### config.mk
export PLATFORM = sky130hd
export DESIGN_NAME = pfm_top
export DESIGN_NICKNAME = d
export VERILOG_FILES = /design/src/pfm_pkg.sv /design/src/pfm_pad_if.sv /design/src/pfm_top.sv /design/src/pfm_pad_mux.sv
export VERILOG_INCLUDE_DIRS = /design/src /design/src/src
export SDC_FILE = /design/constraint.sdc
export NUM_CORES = 1
export LEC_CHECK = 0
export ABC_AREA = 0
export BUFFER_PORTS_ARGS = -buffer_cell sky130_fd_sc_hd__buf_4
export CAP_MARGIN = 20
export CORE_MARGIN = 3
export CORE_UTILIZATION = 40
export CTS_CLUSTER_SIZE = 40
export DETAILED_ROUTE_END_ITERATION = 8
export SYNTH_ARGS = -nofsm -noshare
export SYNTH_HDL_FRONTEND = slang
export SYNTH_HIERARCHICAL = 1
export SYNTH_SLANG_ARGS = --single-unit
### constraint.sdc
create_clock -name clk_sys -period 3.2 [get_ports clk_sys]
set_clock_uncertainty 0.2 [all_clocks]
set_input_delay 0.64 -clock clk_sys [delete_from_list [all_inputs] [get_ports clk_sys]]
set_output_delay 0.64 -clock clk_sys [all_outputs]
set_load 0.1 [all_outputs]
### src/pfm_map.svh
// Constant map for the pad function mux: pad indices, reset settings and codes.
`ifndef PFM_MAP_SVH
`define PFM_MAP_SVH

`define PFM_PAD_COUNT 30
`define PFM_PAD_TEST_CLOCK 6
`define PFM_PAD_USB_DM 12
`define PFM_PAD_USB_DP 13

// Pad index order: GPIO0..GPIO13, GPIO15, GPIO16..GPIO23, GPIO24..GPIO30.
`define PFM_AT_RESET_IE 30'h0000_433C
`define PFM_AT_RESET_WPU 30'h3BFE_0200
`define PFM_AT_RESET_WPD 30'h0000_0000
`define PFM_AFTER_RESET_IE 30'h3BFF_7FFC
`define PFM_AFTER_RESET_WPU 30'h3B81_8240
`define PFM_AFTER_RESET_WPD 30'h0000_0000
`define PFM_AT_RESET_USB_PULLUP 2'h2

`define PFM_TIE_HIGH_FN0 30'h2B7F_0070
`define PFM_TIE_HIGH_FN2 30'h0000_80F4

`define PFM_DRV_20MA 2'h2
`define PFM_DRV_40MA 2'h3
`define PFM_FUNC_RESET 2'h0

`endif

### src/pfm_pkg.sv
// Types shared by the pad function mux modules.
`default_nettype none
package pfm_pkg;

  typedef enum logic [1:0] {
    PFM_FN0,
    PFM_FN1,
    PFM_FN2
  } pfm_func_t;

  typedef struct packed {
    logic pad_input_enable;
    logic weak_pullup_enable;
    logic weak_pulldown_enable;
    logic [1:0] drive;
  } pfm_pad_cfg_t;

endpackage : pfm_pkg
`default_nettype wire

### src/pfm_pad_if.sv
// Carrier between the pad mux top and the per-pad selection logic.
`default_nettype none
interface pfm_pad_if #(
  parameter int PAD_COUNT = 30
);
  pfm_pkg::pfm_func_t pad_function_select [PAD_COUNT];
  logic [PAD_COUNT-1:0] fn0_out;
  logic [PAD_COUNT-1:0] fn0_oe;
  logic [PAD_COUNT-1:0] fn1_out;
  logic [PAD_COUNT-1:0] fn1_oe;
  logic [PAD_COUNT-1:0] fn2_out;
  logic [PAD_COUNT-1:0] fn2_oe;
  logic [PAD_COUNT-1:0] pad_in;
  logic [PAD_COUNT-1:0] mux_out;
  logic [PAD_COUNT-1:0] mux_oe;
  logic [PAD_COUNT-1:0] fn0_in;
  logic [PAD_COUNT-1:0] fn1_in;
  logic [PAD_COUNT-1:0] fn2_in;

  modport mux (
    input pad_function_select, fn0_out, fn0_oe, fn1_out, fn1_oe, fn2_out, fn2_oe, pad_in,
    output mux_out, mux_oe, fn0_in, fn1_in, fn2_in
  );
  modport top (
    output pad_function_select, fn0_out, fn0_oe, fn1_out, fn1_oe, fn2_out, fn2_oe, pad_in,
    input mux_out, mux_oe, fn0_in, fn1_in, fn2_in
  );
endinterface : pfm_pad_if
`default_nettype wire

### src/pfm_top.sv
// Pad function mux with predefined at-reset and after-reset pad settings.
// Summary of operation
// - Each pad connects to one of three functions by its select, or to none on select 3.
// - One function path goes through the routing matrix, adding latency.
// - Serial, debug, flash, fast SPI and SDIO signals route directly.
// - Flash and fast SPI groups support single, dual and quad line modes.
// - In default boot mode each pad comes up on its default function.
// - Separate input enable and pull settings apply during and after reset.
// - Drive strength resets to 20 mA, except 40 mA on both USB pads.
// - USB pads take pull-up from USB pull-up bits, strength from pull value.
// - USB disabled: USB pads are plain pads; second pad pull-up on after reset.
// - Software sets each pad's weak pull-up and pull-down independently.
// - Test clock pad after reset: input plus pull-up if fuse 0, input if 1.
// - A deselected direct input function sees its constant tie value.
`include "pfm_map.svh"
`default_nettype none
module pfm_top #(
  parameter int PAD_COUNT = `PFM_PAD_COUNT
) (
  // Clock and reset
  input wire logic clk_sys,
  input wire logic reset,
  // Pad side
  input wire logic [PAD_COUNT-1:0] pad_in,
  output logic [PAD_COUNT-1:0] pad_out,
  output logic [PAD_COUNT-1:0] pad_oe,
  output logic [PAD_COUNT-1:0] pad_input_enable,
  output logic [PAD_COUNT-1:0] weak_pullup_enable,
  output logic [PAD_COUNT-1:0] weak_pulldown_enable,
  output logic [2*PAD_COUNT-1:0] pad_drive,
  // USB pad pull-up
  input wire logic usb_enable,
  input wire logic [1:0] usb_line_pullup_ctrl,
  input wire logic usb_pullup_value,
  output logic [1:0] usb_pullup_enable,
  output logic usb_pullup_strength,
  // Fuse
  input wire logic pad_debug_disable_fuse,
  // Direct peripheral functions (function 0)
  input wire logic [PAD_COUNT-1:0] direct0_out,
  input wire logic [PAD_COUNT-1:0] direct0_oe,
  output logic [PAD_COUNT-1:0] direct0_in,
  // Routing matrix functions (function 1)
  input wire logic [PAD_COUNT-1:0] matrix_out,
  input wire logic [PAD_COUNT-1:0] matrix_oe,
  output logic [PAD_COUNT-1:0] matrix_in,
  // Direct peripheral functions (function 2)
  input wire logic [PAD_COUNT-1:0] direct2_out,
  input wire logic [PAD_COUNT-1:0] direct2_oe,
  output logic [PAD_COUNT-1:0] direct2_in,
  // Configuration write port
  input wire logic cfg_wr_en,
  input wire logic [4:0] cfg_wr_pad,
  input wire logic cfg_wr_func_en,
  input wire logic [1:0] cfg_wr_func,
  input wire logic cfg_wr_pad_en,
  input wire pfm_pkg::pfm_pad_cfg_t cfg_wr_cfg,
  // Configuration read port
  input wire logic [4:0] cfg_rd_pad,
  output logic [1:0] cfg_rd_func,
  output pfm_pkg::pfm_pad_cfg_t cfg_rd_cfg
);

  if (PAD_COUNT != `PFM_PAD_COUNT)
  begin : g_check
    $error("pfm_top: reset tables cover exactly the documented pad count");
  end

  pfm_pad_if #(.PAD_COUNT(PAD_COUNT)) pads ();

  pfm_pkg::pfm_func_t func_sel [PAD_COUNT];
  pfm_pkg::pfm_pad_cfg_t pad_cfg [PAD_COUNT];
  logic [PAD_COUNT-1:0] sw_written;
  logic [PAD_COUNT-1:0] matrix_out_q;
  logic [PAD_COUNT-1:0] matrix_oe_q;
  logic [PAD_COUNT-1:0] next_ie;
  logic [PAD_COUNT-1:0] next_wpu;
  logic [PAD_COUNT-1:0] next_wpd;
  logic [PAD_COUNT-1:0] dflt_wpu;
  logic wr_hit;

  localparam logic [PAD_COUNT-1:0] AFTER_IE = `PFM_AFTER_RESET_IE;
  localparam logic [PAD_COUNT-1:0] AFTER_WPD = `PFM_AFTER_RESET_WPD;

  assign wr_hit = cfg_wr_en && (32'(cfg_wr_pad) < PAD_COUNT);

  // Function selects come up on the default set and hold until written.
  always_ff @(posedge clk_sys)
  begin
    if (reset)
    begin
      for (int i = 0; i < PAD_COUNT; i++)
      begin
        func_sel[i] <= pfm_pkg::pfm_func_t'(`PFM_FUNC_RESET);
      end
    end
    else if (wr_hit && cfg_wr_func_en)
    begin
      func_sel[cfg_wr_pad] <= pfm_pkg::pfm_func_t'(cfg_wr_func);
    end
  end

  // Pad settings; drive strength has no separate during-reset value.
  always_ff @(posedge clk_sys)
  begin
    if (reset)
    begin
      sw_written <= '0;
      for (int i = 0; i < PAD_COUNT; i++)
      begin
        pad_cfg[i] <= '0;
        if (i == `PFM_PAD_USB_DM || i == `PFM_PAD_USB_DP)
        begin
          pad_cfg[i].drive <= `PFM_DRV_40MA;
        end
        else
        begin
          pad_cfg[i].drive <= `PFM_DRV_20MA;
        end
      end
    end
    else if (wr_hit && cfg_wr_pad_en)
    begin
      pad_cfg[cfg_wr_pad] <= cfg_wr_cfg;
      sw_written[cfg_wr_pad] <= 1'b1;
    end
  end

  // After-reset defaults follow the fuse and the USB enable live until software writes.
  always_comb
  begin
    dflt_wpu = `PFM_AFTER_RESET_WPU;
    if (pad_debug_disable_fuse)
    begin
      dflt_wpu[`PFM_PAD_TEST_CLOCK] = 1'b0;
    end
    dflt_wpu[`PFM_PAD_USB_DP] = !usb_enable;
    if (usb_enable)
    begin
      dflt_wpu[`PFM_PAD_USB_DM] = 1'b0;
    end
    for (int i = 0; i < PAD_COUNT; i++)
    begin
      if (sw_written[i])
      begin
        next_ie[i] = pad_cfg[i].pad_input_enable;
        next_wpu[i] = pad_cfg[i].weak_pullup_enable;
        next_wpd[i] = pad_cfg[i].weak_pulldown_enable;
      end
      else
      begin
        next_ie[i] = AFTER_IE[i];
        next_wpu[i] = dflt_wpu[i];
        next_wpd[i] = AFTER_WPD[i];
      end
    end
  end

  // Pad settings outputs show the during-reset set while reset is held.
  always_ff @(posedge clk_sys)
  begin
    if (reset)
    begin
      pad_input_enable <= `PFM_AT_RESET_IE;
      weak_pullup_enable <= `PFM_AT_RESET_WPU;
      weak_pulldown_enable <= `PFM_AT_RESET_WPD;
    end
    else
    begin
      pad_input_enable <= next_ie;
      weak_pullup_enable <= next_wpu;
      weak_pulldown_enable <= next_wpd;
    end
  end

  always_ff @(posedge clk_sys)
  begin
    for (int i = 0; i < PAD_COUNT; i++)
    begin
      pad_drive[2*i +: 2] <= pad_cfg[i].drive;
    end
  end

  // USB pull-up belongs to the USB controller bits whenever USB is enabled.
  always_ff @(posedge clk_sys)
  begin
    if (reset)
    begin
      usb_pullup_enable <= `PFM_AT_RESET_USB_PULLUP;
      usb_pullup_strength <= 1'b0;
    end
    else
    begin
      usb_pullup_enable <= usb_enable ? usb_line_pullup_ctrl : 2'h0;
      usb_pullup_strength <= usb_pullup_value;
    end
  end

  // The matrix path is retimed once; it buys routing freedom at one cycle of latency.
  always_ff @(posedge clk_sys)
  begin
    if (reset)
    begin
      matrix_out_q <= '0;
      matrix_oe_q <= '0;
    end
    else
    begin
      matrix_out_q <= matrix_out;
      matrix_oe_q <= matrix_oe;
    end
  end

  always_comb
  begin
    for (int i = 0; i < PAD_COUNT; i++)
    begin
      pads.pad_function_select[i] = func_sel[i];
    end
  end

  // Per-line output enables let each SPI data pad turn around on its own.
  assign pads.fn0_out = direct0_out;
  assign pads.fn0_oe = direct0_oe;
  assign pads.fn1_out = matrix_out_q;
  assign pads.fn1_oe = matrix_oe_q;
  assign pads.fn2_out = direct2_out;
  assign pads.fn2_oe = direct2_oe;
  assign pads.pad_in = pad_in;

  pfm_pad_mux #(
    .PAD_COUNT(PAD_COUNT),
    .TIE_HIGH_FN0(`PFM_TIE_HIGH_FN0),
    .TIE_HIGH_FN2(`PFM_TIE_HIGH_FN2)
  ) u_mux (
    .pads(pads.mux)
  );

  // Registered pad and function outputs; inputs tie off while reset is held.
  always_ff @(posedge clk_sys)
  begin
    if (reset)
    begin
      pad_out <= '0;
      pad_oe <= '0;
      direct0_in <= `PFM_TIE_HIGH_FN0;
      matrix_in <= '0;
      direct2_in <= `PFM_TIE_HIGH_FN2;
    end
    else
    begin
      pad_out <= pads.mux_out;
      pad_oe <= pads.mux_oe;
      direct0_in <= pads.fn0_in;
      matrix_in <= pads.fn1_in;
      direct2_in <= pads.fn2_in;
    end
  end

  always_ff @(posedge clk_sys)
  begin
    if (reset)
    begin
      cfg_rd_func <= 2'h0;
      cfg_rd_cfg <= '0;
    end
    else if (32'(cfg_rd_pad) < PAD_COUNT)
    begin
      cfg_rd_func <= func_sel[cfg_rd_pad];
      cfg_rd_cfg <= pad_cfg[cfg_rd_pad];
    end
    else
    begin
      cfg_rd_func <= 2'h0;
      cfg_rd_cfg <= '0;
    end
  end

endmodule : pfm_top
`default_nettype wire

### src/pfm_pad_mux.sv
// Per-pad three-way function selection with idle input ties.
`default_nettype none
module pfm_pad_mux #(
  parameter int PAD_COUNT = 30,
  parameter logic [PAD_COUNT-1:0] TIE_HIGH_FN0 = '0,
  parameter logic [PAD_COUNT-1:0] TIE_HIGH_FN2 = '0
) (
  // Pad and function signals
  pfm_pad_if.mux pads
);

  for (genvar i = 0; i < PAD_COUNT; i++)
  begin : g_pad
    always_comb
    begin
      pads.fn0_in[i] = TIE_HIGH_FN0[i];
      pads.fn1_in[i] = 1'b0;
      pads.fn2_in[i] = TIE_HIGH_FN2[i];
      unique case (pads.pad_function_select[i])
        pfm_pkg::PFM_FN0:
        begin
          pads.mux_out[i] = pads.fn0_out[i];
          pads.mux_oe[i] = pads.fn0_oe[i];
          pads.fn0_in[i] = pads.pad_in[i];
        end
        pfm_pkg::PFM_FN1:
        begin
          pads.mux_out[i] = pads.fn1_out[i];
          pads.mux_oe[i] = pads.fn1_oe[i];
          pads.fn1_in[i] = pads.pad_in[i];
        end
        pfm_pkg::PFM_FN2:
        begin
          pads.mux_out[i] = pads.fn2_out[i];
          pads.mux_oe[i] = pads.fn2_oe[i];
          pads.fn2_in[i] = pads.pad_in[i];
        end
        default:
        begin
          // An illegal select parks the pad undriven rather than guessing a function.
          pads.mux_out[i] = 1'b0;
          pads.mux_oe[i] = 1'b0;
        end
      endcase
    end
  end

endmodule : pfm_pad_mux
`default_nettype wire

======== Word level (Yosys, flattened, before mapping) ========
Memories as Yosys holds them, arrays and structs flattened. A register that Yosys moved wholly into a read port is not among the register bits.
Cells that the tools add are included.
storage, ports and cells
  bits in registers ....................... 393
  bits in writable memories ............... 210
  input port bits ......................... 237
  output and inout port bits .............. 310
  memories kept ........................... 2
operators by class
  magnitude comparators ................... 4
  eq/ne operators ......................... 60
  multiplexer cells ....................... 137
  bitwise logic cells ..................... 153
  reductions and logical operators ........ 159
memories
  name      depth  bits a word  read ports  clocked after Yosys merged registers in  wr ports  line           RTL
  pad_cfg   30     5            31          1                                        30        pfm_top.sv:72  pfm_pkg::pfm_pad_cfg_t pad_cfg [PAD_COUNT];
  func_sel  30     2            31          1                                        30        pfm_top.sv:71  pfm_pkg::pfm_func_t func_sel [PAD_COUNT];
operators by type and width
  cell                                                                    count
  2-bit OR reduction                                                      123
  1-bit case mux with 3 select lines                                      60
  1-bit inverter                                                          122
  2-bit two-way mux                                                       33
  2-bit by 1-bit equality test with 1-bit output (second input constant)  30
  2-bit equality test (second input constant)                             30
  2-bit logical NOT                                                       30
  1-bit two-way mux                                                       40
  1-bit OR                                                                30
  30-bit OR                                                               1
  5-bit two-way mux                                                       3
  5-bit < comparator (second input constant)                              2
  5-bit by 6-bit < comparator with 1-bit output (second input constant)   1
  1-bit demux with 5-bit select                                           1
  5-bit by 1-bit >= comparator with 1-bit output (second input constant)  1
  5-bit OR reduction                                                      1
  1-bit logical AND                                                       4
  1-bit logical NOT                                                       1

======== Logic depth before layout (Yosys ltp) ========
Gate-level depths: netlist of the first run.
  depth after elaboration ................. 8
  gate-level depth with buffers ........... 8
  mapped depth without buffers ............ 4

======== By module ========
The synthesis of the first run kept the hierarchy.
modules (own cells, without submodules)
  module       times used  cells each  area each (um2)
  pfm_top      1           1,592       21,076.5
  pfm_pad_mux  1           259         1,994.4

======== Least setup slack after synthesis of the first run ========
Ideal clock, no wire load.
  path type ............................... input to register
  start point ............................. in reset
  end point ............................... mem pad_cfg[0][0] (netlist name) (enable)
  setup time .............................. 0.374 ns
  data arrival time ....................... 1.922 ns
  path slack .............................. 0.704 ns
  stages on the path ...................... 6
  buffers on the path ..................... 3
  cell sequence ........................... buf_2 -> nor2b_1 -> nand3_1 -> clkbuf_1 -> clkbuf_1 -> o21ai_0
RTL lines
  item         line           RTL
  from (decl)  pfm_top.sv:22  input wire logic reset,
  to (decl)    pfm_top.sv:72

==> results by group, run 1 <==
Status
  – Status: completed

Floorplanning
  – Ports: 547
  – Die ar.: 60,590 µm²
  – Initial Utilization: 0.4068
  – Die width: 246.2 µm
  – Core Box Area: 56,710 µm²
  – Row count: 87
  – Die Y: 246.2 µm

Synth
  – Asr flop ratio synth: 0
  – Syn. warnings: 6
  – Top FF cell, synth: dfxtp_1
  – Sequential area share after synthesis: 0.6386
  – Mapped Cells: 1,851
  – Syn avg cell area: 12.46 µm²
  – Post-synth EDFFs: 224
  – Library cells used by synthesis: 48
  – Post-synthesis cell area: 23,070 µm²
  – #FFs+latches synth: 624

Placed design
  – Placed Area: 28,010 µm²
  – Post-DP HPWL: 57,100 µm
  – PortBufs: 546
  – GP Congestion: 0.8526

Worst setup path
  – CP Data Required Time: 3.24 ns
  – CP Max Fanout: 18
  – Reg2Reg Setup Slack: 1.19 ns
  – Crit path DAT: 2.29 ns
  – Crit Path Class: input port to register
  – Critical Path Sink Type: register
  – Crit start category: input port

Pwr
  – Worst VDD drop: 0.3918 mV
  – Seq pwr share: 0.457
  – Total power: 19.41 mW
  – Combinational group share of total power: 0.125
  – Int Power: 14.30 mW
  – Power per cell area: 638.3 nW/µm²
  – Sw power: 5.111 mW
  – Clk pwr share: 0.419
  – Leakage: 12.68 nW
  – Sw Ratio: 0.2633

Clock tree
  – Clk slew on worst S/H paths: 0.06 ns
  – Clock Latency Late Sink: 0.59 ns
  – Total number of H-tree levels: 3
  – TritonCTS Sinks: 624
  – CTS Root Cell: clkbuf_16
  – CTS Hold Bufs: 0
  – CTS Buffer Depth: 3
  – CTS Buf Count: 67
  – Post-CTS Resized: 0
  – CTS tree: built
  – Setup bufs post-CTS: 0

Detailed routing
  – DRT Pass-1 Iters: 5
  – DRC: 0
  – Detailed Route Iter0 Violations: 1,088
  – Routed len/inst: 23.49 µm
  – Detailed-route via count: 16,360
  – Vias/cell: 5.080
  – Post-DRT Antenna Nets: 0
  – Final wirelength: 75,630 µm

STA
  – Endpoints failing setup: 0
  – Max-slew violations: 0
  – Crit path time final: 2.250 ns
  – Slew HR: 0.3034
  – Tcrit/Tclk final: 0.7033
  – Hold slack: 0.03799 ns
  – Worst-Margin Slew: 1.043 ns
  – Setup TNS: 0 ns
  – Peak Freq: 0.4444 GHz
  – Hold Fails Final Rpt: 0
  – RSZ-0062 raised after global routing: no

Layout
  – Layout area overhead: 31.85%
  – Fin util: 0.5363
  – Multi-input logic area: 7784 µm²
  – Register area: 14,730 µm²
  – Number of nets in the layout: 2,645
  – Final Instance Area: 30,420 µm²
  – Fill count: 4,935
  – Layout cells sized above 1: 0.3165

GRT
  – First-pass GRT wire length: 106,900 µm
  – Antenna violations before repair: 4
  – Maximum number of pins on one net before global-route repair: 214
  – Tot GR Track Use: 0.2424
  – Vias in the first global route: 16,330
  – Total gr overflow: 0

Job
  – Max_cap viols: 0

Min path
  – Hold crit path type: input port to register
[layout by cell type (no fill, tap or decap), types with 14 or more instances in the layout]
master     instances
dfxtp_1          400
nor2_1           114
nor2b_1          226
clkbuf_16         82
buf_4            582
o21ai_0           60
edfxtp_1         224
and3_1            26
o2bb2ai_1         60
conb_1            14
or2_2             31
mux2i_1           92
nand2_1           49
and2_1           169
inv_1             22
o22ai_1           16
nor3b_1           18
mux4_2            32
clkbuf_8          14
or3_1             50
a21oi_1           19
[flip-flops by register name, indices dropped and copies added (netlist names)]
| name | count |
|---|---|
| pad_input_enable | 30 |
| cfg_rd_func | 2 |
| pad_drive | 60 |
| direct0_in | 30 |
| sw_written | 30 |
| usb_pullup_enable | 2 |
| weak_pullup_enable | 30 |
| func_sel | 64 |
| pad_oe | 30 |
| matrix_oe_q | 30 |
| matrix_in | 30 |
| pad_out | 30 |
| pad_cfg | 160 |
| cfg_rd_cfg | 5 |
| usb_pullup_strength | 1 |
| weak_pulldown_enable | 30 |
| matrix_out_q | 30 |
| direct2_in | 30 |
[critical path: stages]
cell and delay, ns:
buf_4 0.16, nand3_1 0.23, and2_1 0.19, nand3b_1 0.52, o21ai_0 0.55
[cell usage after synthesis (2+ instances only)]
library cell  instances  area share
dfxtp_1             400        0.35
nor2b_1             227       0.062
edfxtp_1            224        0.29
and2_1              169       0.046
nor2_1              114       0.019
mux2i_1              92       0.040
clkbuf_1             84       0.014
o21ai_0              60       0.013
o2bb2ai_1            60       0.023
or3_1                50       0.014
nand2_1              49      0.0080
mux4_2               32       0.031
or2_2                31      0.0084
and3_1               26      0.0071
inv_1                22      0.0036
a21oi_1              19      0.0041
nor3b_1              18      0.0059
o22ai_1              16      0.0043
buf_2                13      0.0028
a21o_1               12      0.0039
and3b_1              11      0.0042
mux4_1               10       0.011
o21a_1               10      0.0033
and3b_2               8      0.0035
nand2b_1              8      0.0022
nand3_1               8      0.0017
nand3b_1              7      0.0023
a211oi_1              6      0.0020
a22o_1                6      0.0023
a22oi_1               6      0.0020
buf_1                 6     0.00098
buf_6                 6      0.0029
o221ai_1              6      0.0023
o31ai_1               6      0.0020
and2b_2               5      0.0019
nor3_1                5      0.0011
or3b_1                5      0.0019
and2b_1               3     0.00098
buf_12                2      0.0017
[power groups by stage]
stage	Combinational [mW]	Sequential, mW	Clock (mW)
2_1_floorplan	0.613	9.95	0
4_1_cts	2.43	8.87	8.30
6_report	2.42	8.87	8.13
3_3_place_gp	2.41	9.04	0
5_1_grt	2.52	8.89	8.64
3_5_place_dp	2.42	9.03	0
[metrics by stage]
| step | setup WS, ns | cells |
|---|---|---|
| after floorplan | 0.7043 | 1864 |
| after CTS | 0.9335 | 3217 |
| after global routing | 0.8104 | 3220 |
| after global placement | 0.4795 | 3095 |
| final | 0.9496 | 3220 |
| after detailed placement | 0.3963 | 3095 |
[final timing paths]
check / start / cells past startpoint / to
worst max-delay path: cfg_wr_pad[3] / 5 / func_sel[6][1]
worst min-delay path: usb_line_pullup_ctrl[1] / 3 / usb_pullup_enable[1]
worst min register to register: pad_cfg[19][1] / 0 / pad_drive[39]
worst max register to register: func_sel[16][1] / 4 / cfg_rd_func[1]
[cells by family (layout without fill, tap and decap cells)]
kind of cell / after synthesis / in the layout / share of synthesized area
compound gates: 210 / 210 / 0.06307
buf+inv: 135 / 732 / 0.02619
flops: 624 / 624 / 0.6386
mux: 134 / 134 / 0.08254
other cells: 1 / 17 / 0.0001625
simple gates: 747 / 747 / 0.1894
[cell type report]
cell class,instances,share of cell area
clock buffers,107,0.07536
repair buffers,587,0.1466
clock inverters,15,0.003496
diodes,3,0.0002468
flip-flops and latches,624,0.4844
inverters,23,0.002879
well taps,756,0.03110
multi-input cells,1105,0.2559
[layer usage]
| metal | wire length (µm) | global-route usage | up-vias |
|---|---|---|---|
| li1 | - | - | 7567 |
| met1 | 28720 | 0.2892 | 7945 |
| met2 | 38320 | 0.4245 | 730 |
| met3 | 6480 | 0.06095 | 115 |
| met4 | 2114 | 0.08458 | 0 |
| met5 | 0 | 0 | - |
(Power assumes the default switching activity.)
==> inputs of run 2 (changes only) <==
==> constraint.sdc (replaced) <==
create_clock -name clk_sys -period 2.1 [get_ports clk_sys]
set_clock_uncertainty 0.2 [all_clocks]
set_input_delay 0.42 -clock clk_sys [delete_from_list [all_inputs] [get_ports clk_sys]]
set_output_delay 0.42 -clock clk_sys [all_outputs]
set_load 0.1 [all_outputs]
==> results by group, run 2 (same netlist as run 1, synthesis figures left out) <==
Worst setup path
  – CP Capture Point: pad_drive[58]
  – CP Data Required Time: 1.48 ns
  – Buf/Inv on CP: 1
  – CP max stage cell: dfxtp_1
  – Worst-case reg-to-reg path depth: 4
  – Worst reg2reg path endpoint: pad_oe[29]
  – CP Max Fanout: 1
  – Worst r2r src: func_sel[29][1]
  – Crit path DAT: 1.41 ns
  – Crit. Startpoint: pad_drive[58]
  – Cell-by-cell trace of the critical path: buf_4
  – Max stage delay on crit path: 0.43 ns
  – Crit start category: register
  – Reg2Reg Setup Slack: 0.12 ns
  – Critical Path Stages: 1
  – Critical Path Sink Type: primary output
  – Crit Path Class: register to primary output
  – Top cell family by delay on the critical path: flip-flops

Min path
  – Hold Crit Start: direct0_oe[22]
  – Hold crit path type: input port to register

STA
  – Max-slew violations: 0
  – Worst-Margin Slew: 0.6206 ns
  – Peak Freq: 0.4934 GHz
  – RSZ-0062 raised after global routing: no
  – Slew HR: 0.5863
  – Tcrit/Tclk final: 0.9651
  – Endpoints failing setup: 0
  – Hold Fails Final Rpt: 0
  – Crit path time final: 2.027 ns

Detailed routing
  – DRT Pass-1 Iters: 5
  – Vias/cell: 4.963
  – Post-DRT Antenna Nets: 0
  – DRC: 0
  – Final wirelength: 75,190 µm
  – Routed len/inst: 21.93 µm
  – Detailed Route Iter0 Violations: 1,112
  – Detailed-route via count: 17,010

Layout
  – Layout area overhead: 40.06%
  – Leading cell types in the layout, fill and taps excluded: buf_4 (672), dfxtp_1 (400), nor2b_1 (225)
  – Most common cell after layout, fill and taps aside: buf_4
  – Most flop-heavy register: pad_cfg
  – Number of nets in the layout: 2,855
  – Fin util: 0.5698
  – Largest registers: pad_cfg: 160 flops, func_sel: 64 flops, pad_drive: 60 flops
  – Max reg flops: 160
  – Final Instance Area: 32,310 µm²
  – Layout cells sized above 1: 0.3310

Clock tree
  – CTS Buf Count: 69
  – CTS tree: built
  – Total number of H-tree levels: 3
  – CTS Root Cell: clkbuf_16
  – Clk slew on worst S/H paths: 0.06 ns
  – TritonCTS Sinks: 624
  – CTS Buffer Depth: 3
  – Clock Latency Late Sink: 0.61 ns

Floorplanning
  – Die width: 246.2 µm
  – Initial Utilization: 0.4068
  – Ports: 547
  – Core Box Area: 56,710 µm²
  – Die Y: 246.2 µm
  – Row count: 87
  – Die ar.: 60,590 µm²

GRT
  – Vias in the first global route: 17,160
  – First-pass GRT wire length: 108,400 µm
  – Tot GR Track Use: 0.2405
  – Antenna violations before repair: 3
  – Maximum number of pins on one net before global-route repair: 115
  – Total gr overflow: 0

Placed design
  – GP Congestion: 0.8760
  – PortBufs: 546
  – Placed Area: 29,000 µm²
  – Post-DP HPWL: 55,760 µm

Pwr
  – Leakage: 13.61 nW
  – Power per cell area: 913.7 nW/µm²
  – Worst VDD drop: 0.6889 mV

Status
  – Status: completed

Job
  – Max_cap viols: 0
run 2: changes by cell type in the layout (fill, tap and decap cells not counted), moves of 7 or more:
cell	previous run	this run
o21ai_0	60	46
o21ai_1	0	11
dlygate4sd3_1	0	103
buf_12	4	19
clkbuf_16	82	72
buf_4	582	672
inv_6	1	8
run 2: layer usage:
metal / GRT usage / part of all wire
met4: 0.08041 / 0.028
met2: 0.4239 / 0.50
met1: 0.2932 / 0.40
met3: 0.04898 / 0.070
met5: 0 / 0.000093
run 2: how the worst min path moves through the flow:
| stage | to | slack [ns] | cells after the start |
|---|---|---|---|
| 6_report | pad_oe[22] | 0.03 | 4 |
| 5_1_grt | pad_oe[22] | 0.03 | 4 |
| 4_1_cts | pad_oe[17] | 0.001 | 4 |
| 3_5_place_dp | pad_drive[55] | 0.17 | 0 |
| 3_3_place_gp | pad_drive[59] | 0.17 | 0 |
| 2_1_floorplan | pad_drive[34] | 0.14 | 0 |
run 2: timing repair:
item,CTS,global route
hold endpoints to repair,156,0
hold buffers,103,0
setup endpoints to repair,0,1
setup buffers,0,0
gates resized for setup,0,1
run 2: area by class of cell:
type | instances | area [µm²]
timing repair buffer | 795 | 6470
multi-input combinational | 1105 | 7797
clock inverter | 30 | 301.5
sequential | 624 | 14730
clock buffer | 94 | 1974
fill | 4747 | 24400
inverter | 23 | 87.58
tap | 756 | 945.9
antenna | 1 | 2.502
run 2: worst min-delay path: stages:
cell and delay (ns):
buf_4 0.08, mux2i_1 0.05, o2bb2ai_1 0.12, nor2b_1 0.11
run 2: where the power goes:
group	switching [mW]	internal (mW)	total, mW
combinational	2.75	1.38	4.13
clock	5.03	6.96	12.0
sequential	0.349	13.1	13.4
total	8.13	21.4	29.5
run 2: metrics by stage:
stage	instances	TNS [ns]	power, mW	setup WS [ns]	hold slack [ns]
6_report	3428	0	29.53	0.07327	0.02908
5_1_grt	3427	0	30.51	0.02904	0.03451
3_3_place_gp	3200	-1.034	17.59	-0.1353	0.1697
2_1_floorplan	1864	-6.062	16.10	-0.1522	0.1392
3_5_place_dp	3200	-2.091	17.61	-0.1803	0.1744
4_1_cts	3427	0	29.82	0.01176	0.001411
